File: config.mk
export PLATFORM = sky130hd
export DESIGN_NAME = iec_top
export DESIGN_NICKNAME = d
export VERILOG_FILES = /design/src/hw/iec_pkg.sv /design/src/hw/iec_gate.sv /design/src/hw/iec_top.sv
export VERILOG_INCLUDE_DIRS = /design/src /design/src/hw
export SDC_FILE = /design/constraint.sdc
export NUM_CORES = 1
export LEC_CHECK = 0
export ABC_AREA = 1
export ABC_CLOCK_PERIOD_IN_PS = 1300
export BUFFER_PORTS_ARGS = -buffer_cell sky130_fd_sc_hd__buf_4
export CORE_MARGIN = 2
export CORE_UTILIZATION = 48
export CTS_CLUSTER_SIZE = 14
export DETAILED_ROUTE_END_ITERATION = 10
export GPL_TIMING_DRIVEN = 0
export PLACE_DENSITY = 0.81
export SYNTH_ARGS = -nofsm -noshare
export SYNTH_HDL_FRONTEND = slang
export SYNTH_HIERARCHICAL = 1
export SYNTH_SLANG_ARGS = --single-unit
File: constraint.sdc
create_clock -name clk_i -period 1.3 [get_ports clk_i]
set_input_delay 0.325 -clock clk_i [delete_from_list [all_inputs] [get_ports clk_i]]
set_output_delay 0.325 -clock clk_i [all_outputs]
set_load 0.03 [all_outputs]
File: src/hw/iec_regs.svh
// register offsets, field positions and reset values of the idle gating block
// assumes byte addresses on a wishbone bus with 32-bit words
`ifndef IEC_REGS_SVH
`define IEC_REGS_SVH

// register byte offsets
`define IEC_OFS_CTRL   8'h00
`define IEC_OFS_STAT   8'h04
`define IEC_OFS_MMASK  8'h08
`define IEC_OFS_PMASK  8'h0C
`define IEC_OFS_CLKGEN 8'h10
`define IEC_OFS_GATED  8'h14

// domain bits of the control and status words
`define IEC_D_CPU   0
`define IEC_D_MP    1
`define IEC_D_IC    2
`define IEC_D_PERI  3
`define IEC_D_CLK   4
`define IEC_D_EXTERNAL_MEMORY_INTERFACE  5
`define IEC_DOM_W   6

// master mask bits
`define IEC_MM_DMA  0
`define IEC_MM_HPI  1
`define IEC_MM_W    2

// clock generator control bits
`define IEC_CG_PLLPD 0
`define IEC_CG_OSCPD 1
`define IEC_CG_W     2

// gated units; peripheral mask bit k steers unit IEC_U_PER0 + k
`define IEC_U_CPU    0
`define IEC_U_GRP    1
`define IEC_U_DMA    2
`define IEC_U_HPI    3
`define IEC_U_IC     4
`define IEC_U_PER0   5
`define IEC_U_BSP0   12
`define IEC_U_I2C    15
`define IEC_U_UART   16
`define IEC_U_EXTERNAL_MEMORY_INTERFACE   17
`define IEC_NUNIT    18
`define IEC_PM_W     13
`define IEC_NBSP     3

// reset values
`define IEC_RST_CTRL   6'h00
`define IEC_RST_MMASK  2'h0
`define IEC_RST_PMASK  13'h0000
`define IEC_RST_CLKGEN 2'h0

`endif

File: src/hw/iec_pkg.sv
// types shared by the idle gating block
// assumes iec_regs.svh for the numeric layout
package iec_pkg;

   // wishbone classic request as seen by the slave
   typedef struct packed {
      logic        cyc;
      logic        stb;
      logic        we;
      logic [7:0]  adr;
      logic [3:0]  sel;
      logic [31:0] dat;
   } iec_wb_req_s;

   // per-unit gating state, gray along run -> drain -> idle
   typedef enum logic [1:0] {
      IEC_RUN   = 2'h0,
      IEC_DRAIN = 2'h1,
      IEC_IDLE  = 2'h3
   } iec_gate_e;

endpackage : iec_pkg

File: src/hw/iec_gate.sv
// one gating cell: takes a unit into idle once its request stands and the
// unit reports no activity; assumes busy is synchronous to clk_i
`timescale 1ns/1ps
`default_nettype none

module iec_gate (
   // clock and reset
   input  wire logic clk_i,
   input  wire logic rst_i,
   // control
   input  wire logic req_i,
   input  wire logic busy_i,
   input  wire logic wake_i,
   // gate, high while the unit clock is stopped
   output logic      idle_o
);
   import iec_pkg::*;

   iec_gate_e st_q;
   iec_gate_e st_d;

   // a waking unit must raise busy at once or it re-enters idle next cycle
   always_comb begin
      st_d = st_q;
      case (st_q)
         IEC_RUN: begin
            if (req_i && !busy_i) st_d = IEC_IDLE;
            else if (req_i)       st_d = IEC_DRAIN;
         end
         IEC_DRAIN: begin
            if (!req_i)       st_d = IEC_RUN;
            else if (!busy_i) st_d = IEC_IDLE;
         end
         IEC_IDLE: begin
            if (!req_i || wake_i) st_d = IEC_RUN;
         end
         default: st_d = IEC_RUN;
      endcase
   end

   // state register
   always_ff @(posedge clk_i) begin
      if (rst_i) st_q <= IEC_RUN;
      else       st_q <= st_d;
   end

   assign idle_o = st_q[1]; // only the idle code has bit 1 set

endmodule : iec_gate

`default_nettype wire

File: src/hw/iec_top.sv
// idle entry and clock gating control with its wishbone register file
// assumes all activity inputs and the idle pulse are synchronous to clk_i
//
// Added by the designer: the Wishbone slave port and the register addresses.
`timescale 1ns/1ps
`default_nettype none
`include "iec_regs.svh"

module iec_top (
   // clock and reset
   input  wire logic                     clk_i,
   input  wire logic                     rst_i,
   // register bus
   input  wire iec_pkg::iec_wb_req_s     wb_i,
   output logic [31:0]                   wb_dat_o,
   output logic                          wb_ack_o,
   // cpu side
   input  wire logic                     idle_exec_i,
   input  wire logic                     cpu_wake_i,
   input  wire logic                     pipe_stopped_i,
   // activity of the gated units
   input  wire logic                     dma_busy_i,
   input  wire logic                     instruction_cache_busy_i,
   input  wire logic [`IEC_NBSP-1:0]     bsp_busy_i,
   input  wire logic [`IEC_NBSP-1:0]     bsp_xfer_i,
   input  wire logic [`IEC_NBSP-1:0]     bsp_ext_clk_i,
   input  wire logic [`IEC_NBSP-1:0]     transmitter_reset_bit_i,
   input  wire logic [`IEC_NBSP-1:0]     receiver_reset_bit_i,
   input  wire logic                     i2c_busy_i,
   input  wire logic                     uart_busy_i,
   // gates and power-down controls
   output logic [`IEC_NUNIT-1:0]         gate_o,
   output logic                          refresh_inhibit_o,
   output logic                          pll_pd_o,
   output logic                          osc_pd_o
);
   import iec_pkg::*;

   // registers
   logic [`IEC_DOM_W-1:0] idle_control_word_q;
   logic [`IEC_DOM_W-1:0] idle_status_word_q;
   logic [`IEC_DOM_W-1:0] stat_d;
   logic [`IEC_MM_W-1:0]  master_idle_mask_q;
   logic [`IEC_PM_W-1:0]  peripheral_idle_mask_q;
   logic [`IEC_CG_W-1:0]  clkgen_q;
   logic                  ack_q;
   logic [31:0]           dat_q;
   logic                  pll_pd_q;
   logic                  osc_pd_q;
   logic                  refresh_inh_q;

   // bus decode
   logic        acc;
   logic        wr;
   logic        hit_ctrl;
   logic        hit_stat;
   logic        hit_mmask;
   logic        hit_pmask;
   logic        hit_clkgen;
   logic        hit_gated;
   logic [31:0] rd_data;
   logic [31:0] mrg_ctrl;
   logic [31:0] mrg_mmask;
   logic [31:0] mrg_pmask;
   logic [31:0] mrg_clkgen;

   // unit control vectors
   logic [`IEC_NUNIT-1:0] req;
   logic [`IEC_NUNIT-1:0] busy;
   logic [`IEC_NUNIT-1:0] wake;
   logic [`IEC_NUNIT-1:0] gate;
   logic [`IEC_NBSP-1:0]  bsp_aw;
   logic                  any_aw;
   logic                  peri_on;

   // byte-lane merge of a write into a stored word
   function automatic logic [31:0] merge(input logic [31:0] old_v,
                                         input logic [31:0] new_v,
                                         input logic [3:0]  sel);
      logic [31:0] r;
      r = old_v;
      for (int b = 0; b < 4; b++) begin
         if (sel[b]) r[8*b +: 8] = new_v[8*b +: 8];
      end
      return r;
   endfunction : merge

   // classic single cycle: one wait state, ack for one cycle
   assign acc        = wb_i.cyc & wb_i.stb & ~ack_q;
   assign wr         = acc & wb_i.we;
   assign hit_ctrl   = (wb_i.adr == `IEC_OFS_CTRL);
   assign hit_stat   = (wb_i.adr == `IEC_OFS_STAT);
   assign hit_mmask  = (wb_i.adr == `IEC_OFS_MMASK);
   assign hit_pmask  = (wb_i.adr == `IEC_OFS_PMASK);
   assign hit_clkgen = (wb_i.adr == `IEC_OFS_CLKGEN);
   assign hit_gated  = (wb_i.adr == `IEC_OFS_GATED);

   // write data merged by byte lane; the register takes its low bits only
   assign mrg_ctrl   = merge({26'h0, idle_control_word_q}, wb_i.dat,
                             wb_i.sel);
   assign mrg_mmask  = merge({30'h0, master_idle_mask_q}, wb_i.dat,
                             wb_i.sel);
   assign mrg_pmask  = merge({19'h0, peripheral_idle_mask_q}, wb_i.dat,
                             wb_i.sel);
   assign mrg_clkgen = merge({30'h0, clkgen_q}, wb_i.dat, wb_i.sel);

   // read select; unmapped offsets answer with zero
   assign rd_data =
      hit_ctrl   ? {26'h0, idle_control_word_q} :
      hit_stat   ? {26'h0, idle_status_word_q} :
      hit_mmask  ? {30'h0, master_idle_mask_q} :
      hit_pmask  ? {19'h0, peripheral_idle_mask_q} :
      hit_clkgen ? {30'h0, clkgen_q} :
      hit_gated  ? {14'h0, gate} : 32'h0;

   // bus answer registers
   always_ff @(posedge clk_i) begin
      if (rst_i) begin
         ack_q <= 1'b0;
         dat_q <= 32'h0;
      end else begin
         ack_q <= acc;
         dat_q <= acc ? rd_data : dat_q;
      end
   end

   // software registers; the status word is read-only
   always_ff @(posedge clk_i) begin
      if (rst_i) begin
         idle_control_word_q    <= `IEC_RST_CTRL;
         master_idle_mask_q     <= `IEC_RST_MMASK;
         peripheral_idle_mask_q <= `IEC_RST_PMASK;
         clkgen_q               <= `IEC_RST_CLKGEN;
      end else if (wr) begin
         if (hit_ctrl)   idle_control_word_q    <= mrg_ctrl[`IEC_DOM_W-1:0];
         if (hit_mmask)  master_idle_mask_q     <= mrg_mmask[`IEC_MM_W-1:0];
         if (hit_pmask)  peripheral_idle_mask_q <= mrg_pmask[`IEC_PM_W-1:0];
         if (hit_clkgen) clkgen_q               <= mrg_clkgen[`IEC_CG_W-1:0];
      end
   end

   // status word: idle instruction wins over a cpu wake in the same cycle
   always_comb begin
      stat_d = idle_status_word_q;
      if (idle_exec_i) begin
         stat_d = idle_control_word_q;
      end else if (cpu_wake_i && idle_status_word_q[`IEC_D_CPU]) begin
         stat_d[`IEC_D_CPU]  = 1'b0;
         stat_d[`IEC_D_CLK]  = 1'b0;
         stat_d[`IEC_D_EXTERNAL_MEMORY_INTERFACE] = 1'b0;
      end
   end

   // status register
   always_ff @(posedge clk_i) begin
      if (rst_i) idle_status_word_q <= `IEC_RST_CTRL;
      else       idle_status_word_q <= stat_d;
   end

   // cpu domain: the cpu waits for its pipeline, its satellites for it
   assign req[`IEC_U_CPU]  = idle_status_word_q[`IEC_D_CPU];
   assign busy[`IEC_U_CPU] = ~pipe_stopped_i;
   assign req[`IEC_U_GRP]  = idle_status_word_q[`IEC_D_CPU];
   assign busy[`IEC_U_GRP] = ~gate[`IEC_U_CPU];

   // master port domain: hpi is cut even mid-transfer, software guards it
   assign req[`IEC_U_DMA]  = idle_status_word_q[`IEC_D_MP] &
                             master_idle_mask_q[`IEC_MM_DMA];
   assign busy[`IEC_U_DMA] = dma_busy_i;
   assign req[`IEC_U_HPI]  = idle_status_word_q[`IEC_D_MP] &
                             master_idle_mask_q[`IEC_MM_HPI];
   assign busy[`IEC_U_HPI] = 1'b0;

   // instruction cache waits for a fill or a fetch in flight
   assign req[`IEC_U_IC]  = idle_status_word_q[`IEC_D_IC];
   assign busy[`IEC_U_IC] = instruction_cache_busy_i;

   // peripheral domain requests; the memory interface has two routes
   assign peri_on = idle_status_word_q[`IEC_D_PERI];
   genvar k;
   generate
      for (k = 0; k < `IEC_PM_W; k++) begin : g_preq
         if (`IEC_U_PER0 + k == `IEC_U_EXTERNAL_MEMORY_INTERFACE) begin : g_external_memory_interface
            assign req[`IEC_U_PER0 + k] =
               (peri_on & peripheral_idle_mask_q[k]) |
               idle_status_word_q[`IEC_D_EXTERNAL_MEMORY_INTERFACE];
         end else begin : g_plain
            assign req[`IEC_U_PER0 + k] =
               peri_on & peripheral_idle_mask_q[k];
         end
      end
   endgenerate

   // timers, watchdog, tick timer, gpio blocks and divider never stall
   assign busy[`IEC_U_BSP0-1:`IEC_U_PER0] = '0;
   assign busy[`IEC_U_I2C]  = i2c_busy_i;
   assign busy[`IEC_U_UART] = uart_busy_i;
   assign busy[`IEC_U_EXTERNAL_MEMORY_INTERFACE] = dma_busy_i;

   // serial ports: external clock drains and may auto-wake the dma with
   // it; internal clock blocks idle while either section is out of reset
   generate
      for (k = 0; k < `IEC_NBSP; k++) begin : g_bsp
         assign busy[`IEC_U_BSP0 + k] = bsp_ext_clk_i[k] ?
            bsp_busy_i[k] :
            (transmitter_reset_bit_i[k] | receiver_reset_bit_i[k]);
         assign bsp_aw[k] = bsp_ext_clk_i[k] & bsp_xfer_i[k] &
                            gate[`IEC_U_BSP0 + k] & gate[`IEC_U_DMA];
         assign wake[`IEC_U_BSP0 + k] = bsp_aw[k];
      end
   endgenerate

   // wake sources other than the serial port pairing stay low
   assign any_aw = |bsp_aw;
   assign wake[`IEC_U_BSP0-1:`IEC_U_HPI] = '0;
   assign wake[`IEC_U_DMA] = any_aw;
   assign wake[`IEC_U_GRP:`IEC_U_CPU] = '0;
   assign wake[`IEC_NUNIT-1:`IEC_U_BSP0+`IEC_NBSP] = '0;

   // one gating cell per unit
   generate
      for (k = 0; k < `IEC_NUNIT; k++) begin : g_cell
         iec_gate u_gate (
            .clk_i  (clk_i),
            .rst_i  (rst_i),
            .req_i  (req[k]),
            .busy_i (busy[k]),
            .wake_i (wake[k]),
            .idle_o (gate[k])
         );
      end
   endgenerate

   // clock generator powers down only behind a stopped cpu, so the
   // wake interrupt path is already quiet when the pll goes away
   always_ff @(posedge clk_i) begin
      if (rst_i) begin
         pll_pd_q      <= 1'b0;
         osc_pd_q      <= 1'b0;
         refresh_inh_q <= 1'b0;
      end else begin
         pll_pd_q <= idle_status_word_q[`IEC_D_CLK] &
                     clkgen_q[`IEC_CG_PLLPD] & gate[`IEC_U_CPU];
         osc_pd_q <= idle_status_word_q[`IEC_D_CLK] &
                     clkgen_q[`IEC_CG_OSCPD] & gate[`IEC_U_CPU];
         refresh_inh_q <= gate[`IEC_U_EXTERNAL_MEMORY_INTERFACE] |
                          (req[`IEC_U_EXTERNAL_MEMORY_INTERFACE] & ~busy[`IEC_U_EXTERNAL_MEMORY_INTERFACE]);
      end
   end

   // outputs
   assign gate_o            = gate;
   assign wb_ack_o          = ack_q;
   assign wb_dat_o          = dat_q;
   assign pll_pd_o          = pll_pd_q;
   assign osc_pd_o          = osc_pd_q;
   assign refresh_inhibit_o = refresh_inh_q;
endmodule : iec_top

`default_nettype wire

# After elaboration in Yosys (flattened, before gate mapping)
# Index checks and enable logic that the tools add are counted.
# op_classes
n_bitwise,39
eq_ne,87
mux,102
n_reduce_logical,70
# ops
cell,n
two-way mux 2 bit,73
two-way mux 18 bit,6
one-hot mux 2 bit (3 select lines),18
AND reduction 3 bit,15
equality test 2 x 1 -> 1 bit (second input constant),18
equality test 2 bit (second input constant),18
zero test 2 bit,18
bitwise AND 1 bit,32
!= test 3 bit (second input constant),10
!= test 2 bit (second input constant),14
!= test 2 x 1 -> 1 bit (second input constant),12
!= test 3 x 1 -> 1 bit (second input constant),7
equality test 8 x 4 -> 1 bit (second input constant),2
equality test 8 x 5 -> 1 bit (second input constant),2
AND reduction 2 bit,8
logical AND 1 bit,11
zero test 1 bit,11
!= test 3 x 2 -> 1 bit (second input constant),3
equality test 8 x 3 -> 1 bit (second input constant),1
zero test 8 bit,1
two-way mux 1 bit,5
OR 1 bit,5
logical OR 1 bit,4
OR reduction 3 bit,1
other kinds (2),3
# totals
input_bits,71
elab_cells,328
output_inout_bits,54
register_bits,101

# Logic depth before layout (Yosys ltp)
# Gate-level depths: netlist (run 1).
# logic_depth
word_depth,7
depth_mapped,10
mapped_depth_nobuf,9

# Modules after synthesis
# The synthesis (run 1) kept the hierarchy.
# by_module_without_submodules
module,cells_each,area_each_um2,n_inst,seq_area_each_um2
iec_top,383,2542.4,1,1021.0
iec_gate,21,123.9,18,40.0

# Worst setup path after synthesis (run 1)
# OpenSTA, ideal clock, no wires.
# synth_timing
path_type,reg-to-reg
startpoint,"reg ack_q, in the netlist wb_ack_o"
endpoint,reg idle_control_word_q[5]
required_time_ns,1.180
arrival_ns,1.298
setup_slack_ns,-0.119
stages_incl_launch_ff,7
setup_time_ns,0.120
synth_period_minus_slack_ns,1.419
n_path_buf,0
path_cell_list,dfxtp_1 > nor2_4 > nand3_1 > nor2_4 > inv_1 > o21ai_0 > a21oi_1
# synth_between
elab_chain_len,4
# synth_rtl
element,line,source
from (decl),iec_top.sv:46,logic ack_q;
from (signal assigned),iec_top.sv:119,ack_q <= 1'b0;
from (signal assigned),iec_top.sv:122,ack_q <= acc;
inverter 1 bit,iec_top.sv:89,assign acc = wb_i.cyc & wb_i.stb & ~ack_q;
bitwise AND 1 bit,iec_top.sv:89,
bitwise AND 1 bit,iec_top.sv:90,assign wr = acc & wb_i.we;
AND reduction 3 bit (no line),--,
to (signal assigned),iec_top.sv:130,idle_control_word_q <= `IEC_RST_CTRL;
to (signal assigned),iec_top.sv:135,if (hit_ctrl) idle_control_word_q <= mrg_ctrl[`IEC_DOM_W-1:0];
to (decl),iec_top.sv:40,logic [`IEC_DOM_W-1:0] idle_control_word_q;
# No other way between the ends.
# A chain may end at the register's enable or synchronous reset.

# Worst setup path in the final report (run 1)
# layout_timing
startpoint,"reg ack_q, in the netlist wb_ack_o"
endpoint,reg master_idle_mask_q[1]
# layout_between
elab_chain_len,4
# layout_rtl
element,line,source
inverter 1 bit,iec_top.sv:89,
bitwise AND 1 bit,iec_top.sv:89,
bitwise AND 1 bit,iec_top.sv:90,
AND reduction 3 bit (no line),--,
to (signal assigned),iec_top.sv:131,master_idle_mask_q <= `IEC_RST_MMASK;
to (signal assigned),iec_top.sv:136,if (hit_mmask) master_idle_mask_q <= mrg_mmask[`IEC_MM_W-1:0];
to (decl),iec_top.sv:43,logic [`IEC_MM_W-1:0] master_idle_mask_q;
# No other way between the ends.

==> results of run 1 <==
==> power groups by stage <==
stage          logic (mW)  registers [mW]  clock network [mW]
2_1_floorplan       0.255            2.74                   0
3_3_place_gp        0.456            2.74                   0
3_5_place_dp        0.459            2.74                   0
4_1_cts             0.485            2.68                2.33
5_1_grt             0.546            2.67                2.46
6_report            0.495            2.67                2.32
==> cells by family after synthesis <==
kind of cell / Yosys count / synth area share [%]
other cells: 1 / 0.0786
buf+inv: 181 / 15.7
compound gates: 117 / 12.3
simple gates: 375 / 35.4
flops: 87 / 36.5
==> sequential cells by signal, indices dropped and copies added (netlist names) <==
signal                  cells
g_cell.u_gate/st_q         36
wb_dat_o                   18
peripheral_idle_mask_q     13
idle_control_word_q         6
idle_status_word_q          6
clkgen_q                    2
master_idle_mask_q          2
osc_pd_o                    1
pll_pd_o                    1
refresh_inhibit_o           1
wb_ack_o                    1
==> layout by cell type (no fill, tap or decap), types with 19 or more instances in the layout <==
cell	Yosys	routed
nand3_2	18	19
conb_1	1	36
buf_4	17	110
inv_1	115	113
o21ai_1	19	24
nand2_1	201	201
o21ai_0	33	26
nand3_1	30	28
dfxtp_1	87	67
inv_2	40	40
a21oi_1	65	65
nor2_1	86	82
==> tightest hold or removal path: stages <==
cell and delay (ps):
buf_4 80, nor2_1 30, nor2_1 80
==> final cells by class <==
cell class / count / area, um2
fill: 898 / 3560
inverter: 155 / 587
sequential: 87 / 1780
buffer: 26 / 194
multi-input combinational: 528 / 2460
clock inverter: 5 / 105
tap: 133 / 166
timing repair buffer: 96 / 732
clock buffer: 11 / 141
==> how the worst max path moves through the flow <==
stage	start	depth (start not counted)	slack (ps)	end
after CTS	wb_ack_o$_SDFF_PP0_	8	-70	clkgen_q[1]$_SDFFE_PP0P_
after detailed placement	wb_i[46]	8	-410	peripheral_idle_mask_q[0]$_SDFFE_PP0P_
after floorplan	wb_i[42]	8	-10	peripheral_idle_mask_q[12]$_SDFFE_PP0P_
after global routing	wb_ack_o$_SDFF_PP0_	6	-140	wb_dat_o[17]$_SDFFE_PP0N_
after global placement	wb_i[46]	8	-420	peripheral_idle_mask_q[0]$_SDFFE_PP0P_
final	wb_ack_o$_SDFF_PP0_	7	-60	master_idle_mask_q[1]$_SDFFE_PP0P_
==> layer usage <==
layer / vias up / track usage [%] / share of wire (%)
met5: - / 0 / 0
li1: 2556 / - / -
met4: 0 / 10.5 / 3.5
met1: 2175 / 28.6 / 44
met3: 34 / 3.90 / 6.3
met2: 155 / 38.0 / 46
==> repair_timing <==
item / in CTS / in global routing
resized for setup: 41 / 19
hold endpoints to repair: 0 / 0
hold buffers: 0 / 0
endpoints found under the setup margin: 74 / 62
buffers inserted: 7 / 0
gates cloned: 0 / 0
pin swaps: 7 / 2
==> results by group, run 1 <==
Power
  – Leak: 2.98 nW
  – Psw: approximately 1.3 mW
  – VDD IR max: 0.507 mV
  – Clock power share: between 40% and 50%
  – Logic pwr share: 9.0%
  – PwrDens: between 800 and 900 nW/um2
  – P_int: 4.19 mW
  – Seq pwr share: 48.7%
  – Total chip power: 5.48 mW
  – Switching share of power: 23.5%

Yosys
  – Synth top cells by count: 201 x nand2_1, 115 x inv_1, 87 x dfxtp_1, 86 x nor2_1, 65 x a21oi_1
  – Post-synth top area share: 36.5%
  – Post-synth EDFFs: 0
  – Largest cells by area after synthesis: dfxtp_1 36%, nand2_1 16%, inv_1 9.0%
  – Yosys top cell by area: dfxtp_1
  – Cell with the most instances after synthesis: nand2_1
  – Main synth FF type: dfxtp_1
  – Sequential cell area fraction in the yosys report: 36.5%
  – Yosys cell types: 23
  – Syn avg cell area: 6.27 um2
  – Ys async rst share: 0%
  – Yosys warnings: 6
  – Synth Register Bits: 87
  – Mapped Area: ~4800 um2
  – Post-Synthesis Cells: between 700 and 800

Global route
  – Total congestion overflow: 0
  – Largest net degree at the start of global routing: 42
  – First-pass GRT wire length: roughly 20000 um
  – Vias in the first global route: 4402
  – Global-route usage over all layers: about 23%
  – Initial antenna violation count: 0

Critical path
  – CP Class: reg2reg
  – Worst Path Max Fanout: 4
  – CP Capture Type: flip-flop
  – Worst Path Buf+Inv: 2
  – Startpoint types: flip-flop
  – Worst R2R Path Depth: 7
  – FF-to-FF Start: wb_ack_o$_SDFF_PP0_
  – Crit-path leading delay family: simple AND/OR/NAND/NOR gates
  – Highest-delay cell along the critical path: dfxtp_2
  – FF-to-FF setup slack: -60 ps
  – Critical Path RT: 1540 ps
  – Most frequent CP cell: nor2_1
  – Worst EP arrival: 1610 ps
  – FF-to-FF End: master_idle_mask_q[1]$_SDFFE_PP0P_
  – Critical path cell sequence: nor2_4 -> buf_4 -> nand3_4 -> nor2_1 -> inv_1 -> nor2_1 -> nor2_1
  – Max incr delay on CP: 340 ps

Timing
  – Final Skew: 8.85 ps
  – Worst Setup Slack, final: -64.6 ps
  – Endpoints failing setup: 26
  – Worst hold slack: ~200 ps
  – Setup TNS: -915 ps
  – Slew Limit Fails: 0
  – F_max: 0.733 GHz
  – Clock period minus worst slack: 1360 ps
  – Final Hold Viols: 0
  – Least-Margin Pin Slew: 552 ps
  – Final period util: 105%
  – Slew HR: a little over three fifths
  – Unrepaired setup endpoints after global routing: yes

CTS
  – CTS H-Tree Depth: 3
  – Clk_lat worst skew: 360 ps
  – Clock slew at reported path FFs: 90 ps
  – TritonCTS clock tree: done
  – Sink Count: 87
  – Num CTS Buffers: 9
  – Clk buf depth: 2
  – Clk root buf: clkbuf_8

Route
  – Pre-antenna DRT Iters: 5
  – Vias per cell: between 4 and 5
  – Wirelength, routed: 12100 um
  – WL/cell: approximately 12 um
  – DRT iter0 DRCs: 330
  – DRC viols: 0
  – Via count: approximately 5k
  – Post-route ant nets: 0

Layout
  – NumNets Final: just under 1k
  – Final Util: a little under two thirds
  – Finished Layout Cells: 1041
  – Layout cells sized above 1: 25.8%
  – Synth-to-layout area growth: 29.3%
  – Final non-filler cell area: around 6200 um2
  – # diodes: 0

Placed design
  – DP HPWL: 8690 um
  – IO buf count: roughly 90
  – Final GP Congestion: 0.873
  – Pre-CTS setup slack: -409 ps
  – Post-DP Area: 5740 um2
  – Placed insts: 1018

Floorplanning
  – Die span in y: 104 um
  – Row count: 36
  – Total I/O pin count: 125
  – Core area: 9730 um2
  – Starting Density: roughly half
  – Die width: around 100 um
  – Total die area: 10800 um2

Run status
  – Failing checks: setup timing
  – Status: finished with violations

Worst hold path
  – Min-Delay Endpoint: peripheral_idle_mask_q[8]$_SDFFE_PP0P_
  – Worst min-delay path category: in2reg
  – HP Start: wb_i[8]
  – Hold Path Stages: 3

Run
  – Max cap viols: 0
(Power assumes the default switching activity.)
==> inputs of run 2 (changes only) <==
- CORE_MARGIN: 2 -> default
- PLACE_DENSITY: 0.81 -> 0.77
- SKIP_CTS_REPAIR_TIMING: default -> 1
==> run 2 against run 1 <==
  * The flow still finishes with violations (setup timing)
  * Die area shrank 3.8%
  * Worst setup slack worse by 22 ps
  * Sequential power barely moved
  * Final cell count is 0.29% higher
  * Sequential share of layout area fell by 0.17 points
  * Non-clock buffer count up 3
  * Critical path depth did not move
  * Combinational power fell by 0.8%
  * Global-route usage rose by 0.72 points
  * Hold slack worse by 7.8 ps
  * Critical path type unchanged
==> results by group, run 2 (same netlist as run 1, synthesis figures left out) <==
Critical path
  – CP Capture Type: flip-flop
  – Startpoint types: flip-flop
  – Critical path cell sequence: nor2_4 -> buf_12 -> nand3_4 -> nor2_4 -> inv_4 -> o21ai_1 -> a21oi_1
  – Critical Path RT: 1560 ps (+20 ps)
  – CP Class: reg2reg
  – Worst Path Max Fanout: 10 (+6)
  – Most frequent CP cell: nor2_4
  – Highest-delay cell along the critical path: dfxtp_2
  – Worst EP arrival: 1640 ps (+30 ps)
  – Max incr delay on CP: 340 ps (about the same)

Power
  – Seq pwr share: 50.4% (+1.7 points)
  – PwrDens: 857 nW/um2 (-3.5%)
  – VDD IR max: 0.506 mV (-0.11%)
  – P_int: 3.99 mW (-4.8%)
  – Logic pwr share: 9.3% (+0.3 points)
  – Clock power share: 40.4% (-1.9 points)
  – Leak: 2.99 nW (+0.33%)
  – Psw: 1.32 mW (+2.1%)
  – Switching share of power: 24.8% (+1.3 points)

Timing
  – Final period util: 107% (+1.7 points)
  – Endpoints failing setup: 22 (-15%)
  – Least-Margin Pin Slew: 553 ps (+0.455 ps)
  – Unrepaired setup endpoints after global routing: yes
  – Clock period minus worst slack: 1390 ps (+21.5 ps)
  – Final Hold Viols: 0 (unchanged)
  – Slew Limit Fails: 0 (unchanged)
  – Worst Setup Slack, final: -86.1 ps (-21.5 ps)
  – Slew HR: 63.2% (about the same)
  – Final Skew: 10.6 ps (+1.79 ps)
  – F_max: 0.721 GHz (-1.6%)

Floorplanning
  – Total I/O pin count: 125 (unchanged)
  – Row count: 36 (unchanged)
  – Core area: 9680 um2 (-0.46%)
  – Die span in y: 102 um (-1.9%)
  – Die width: 102 um (-1.9%)
  – Total die area: 10300 um2 (-3.8%)
  – Starting Density: 49.3% (+0.23 points)

Layout
  – Largest register by flop count: g_cell.u_gate/st_q
  – Max reg flops: 36 (unchanged)
  – # diodes: 0 (unchanged)
  – # fillers: 908 (+1.1%)
  – Synth-to-layout area growth: 29.7%
  – Finished Layout Cells: 1044 (+0.29%)
  – Layout cells sized above 1: 26.7% (+0.90 points)
  – Commonest non-fill, non-tap cells in the layout: 200 x nand2_1, 113 x inv_1, 113 x buf_4, 81 x nor2_1, 67 x dfxtp_1
  – Final non-filler cell area: 6190 um2 (+0.32%)
  – Most common cell after layout, fill and taps aside: nand2_1
  – NumNets Final: 977 (+0.31%)

CTS
  – Clk buf depth: 2 (unchanged)
  – TritonCTS clock tree: done
  – CTS H-Tree Depth: 3 (unchanged)
  – Clock slew at reported path FFs: 90 ps (about the same)
  – Clk_lat worst skew: 360 ps (about the same)
  – Sink Count: 87 (unchanged)
  – Clk root buf: clkbuf_8
  – Num CTS Buffers: 9 (unchanged)

Route
  – Wirelength, routed: 11900 um (-2.1%)
  – DRC viols: 0 (unchanged)
  – Post-route ant nets: 0 (unchanged)
  – Via count: 4869 (-1.0%)
  – WL/cell: 11.4 um (-2.4%)
  – Pre-antenna DRT Iters: 4 (-1)
  – DRT iter0 DRCs: 212 (-36%)
  – Vias per cell: 4.66 (-1.3%)

Global route
  – Vias in the first global route: 4323 (-1.8%)
  – Initial antenna violation count: 0 (unchanged)
  – First-pass GRT wire length: 19000 um (-5.3%)
  – Global-route usage over all layers: 23.4% (+0.72 points)
  – Largest net degree at the start of global routing: 42 (unchanged)
  – Total congestion overflow: 0 (unchanged)

Worst hold path
  – Worst min-delay path category: in2reg

Run
  – Max cap viols: 0 (unchanged)

Placed design
  – DP HPWL: 8650 um (-0.50%)
  – Post-DP Area: 5740 um2 (unchanged)
  – IO buf count: 89 (unchanged)
  – Final GP Congestion: 0.862 (-1.3%)
  – Pre-CTS setup slack: -418 ps (-8.59 ps)
  – Placed insts: 1018 (unchanged)

Run status
  – Failing checks: setup timing
  – Status: finished with violations
## run 2: cell type report
class / instances / area, um2 / area share [%]
Multi-Input combinational cell: 528 / 2480 / 40.2
Sequential cell: 87 / 1780 / 28.7
Timing Repair Buffer: 99 / 763 / 12.3
Inverter: 155 / 592 / 9.56
Buffer: 26 / 184 / 2.97
Tap cell: 133 / 166 / 2.69
Clock buffer: 10 / 138 / 2.22
Clock inverter: 6 / 83.8 / 1.35
## run 2: path summary, 6_finish.rpt
path	start	to	slack, ps	depth (start not counted)
worst max-delay path	wb_ack_o$_SDFF_PP0_	peripheral_idle_mask_q[0]$_SDFFE_PP0P_	-90	7
worst min-delay path	wb_i[8]	peripheral_idle_mask_q[8]$_SDFFE_PP0P_	190	3
worst max register to register	wb_ack_o$_SDFF_PP0_	peripheral_idle_mask_q[0]$_SDFFE_PP0P_	-90	7
worst min register to register	wb_dat_o[8]$_SDFFE_PP0N_	wb_dat_o[8]$_SDFFE_PP0N_	470	2
## run 2: routing by layer
layer | vias to the layer above | GRT usage, % | routed length (um)
met3 | 25 | 4.14 | 647
li1 | 2575 | - | -
met4 | 0 | 10.7 | 293
met2 | 138 | 39.1 | 5520
met5 | - | 0 | 0
met1 | 2131 | 29.4 | 5410
## run 2: critical path, delay by kind of cell (launching register included)
family | cells | cell delay [ps]
compound gates | 2 | 190
buf+inv | 2 | 260
flops | 1 | 340
simple gates | 3 | 490
## run 2: per-stage QoR
stage	hold slack, ps	util (%)	power [mW]	setup TNS, ps
2_1_floorplan	394	-	3.00	-24.1
3_3_place_gp	455	59.3	3.19	-17990
3_5_place_dp	458	59.3	3.20	-19190
4_1_cts	189	61.6	5.28	-8940
5_1_grt	190	63.9	5.48	-3330
6_report	193	63.9	5.30	-631
## run 2: power by group through the flow
stage	Sequential, mW	Combinational (mW)	Clock, mW
after detailed placement	2.74	0.456	0
final	2.67	0.491	2.14
after floorplan	2.74	0.255	0
after CTS	2.68	0.458	2.15
after global placement	2.74	0.452	0
after global routing	2.67	0.537	2.27
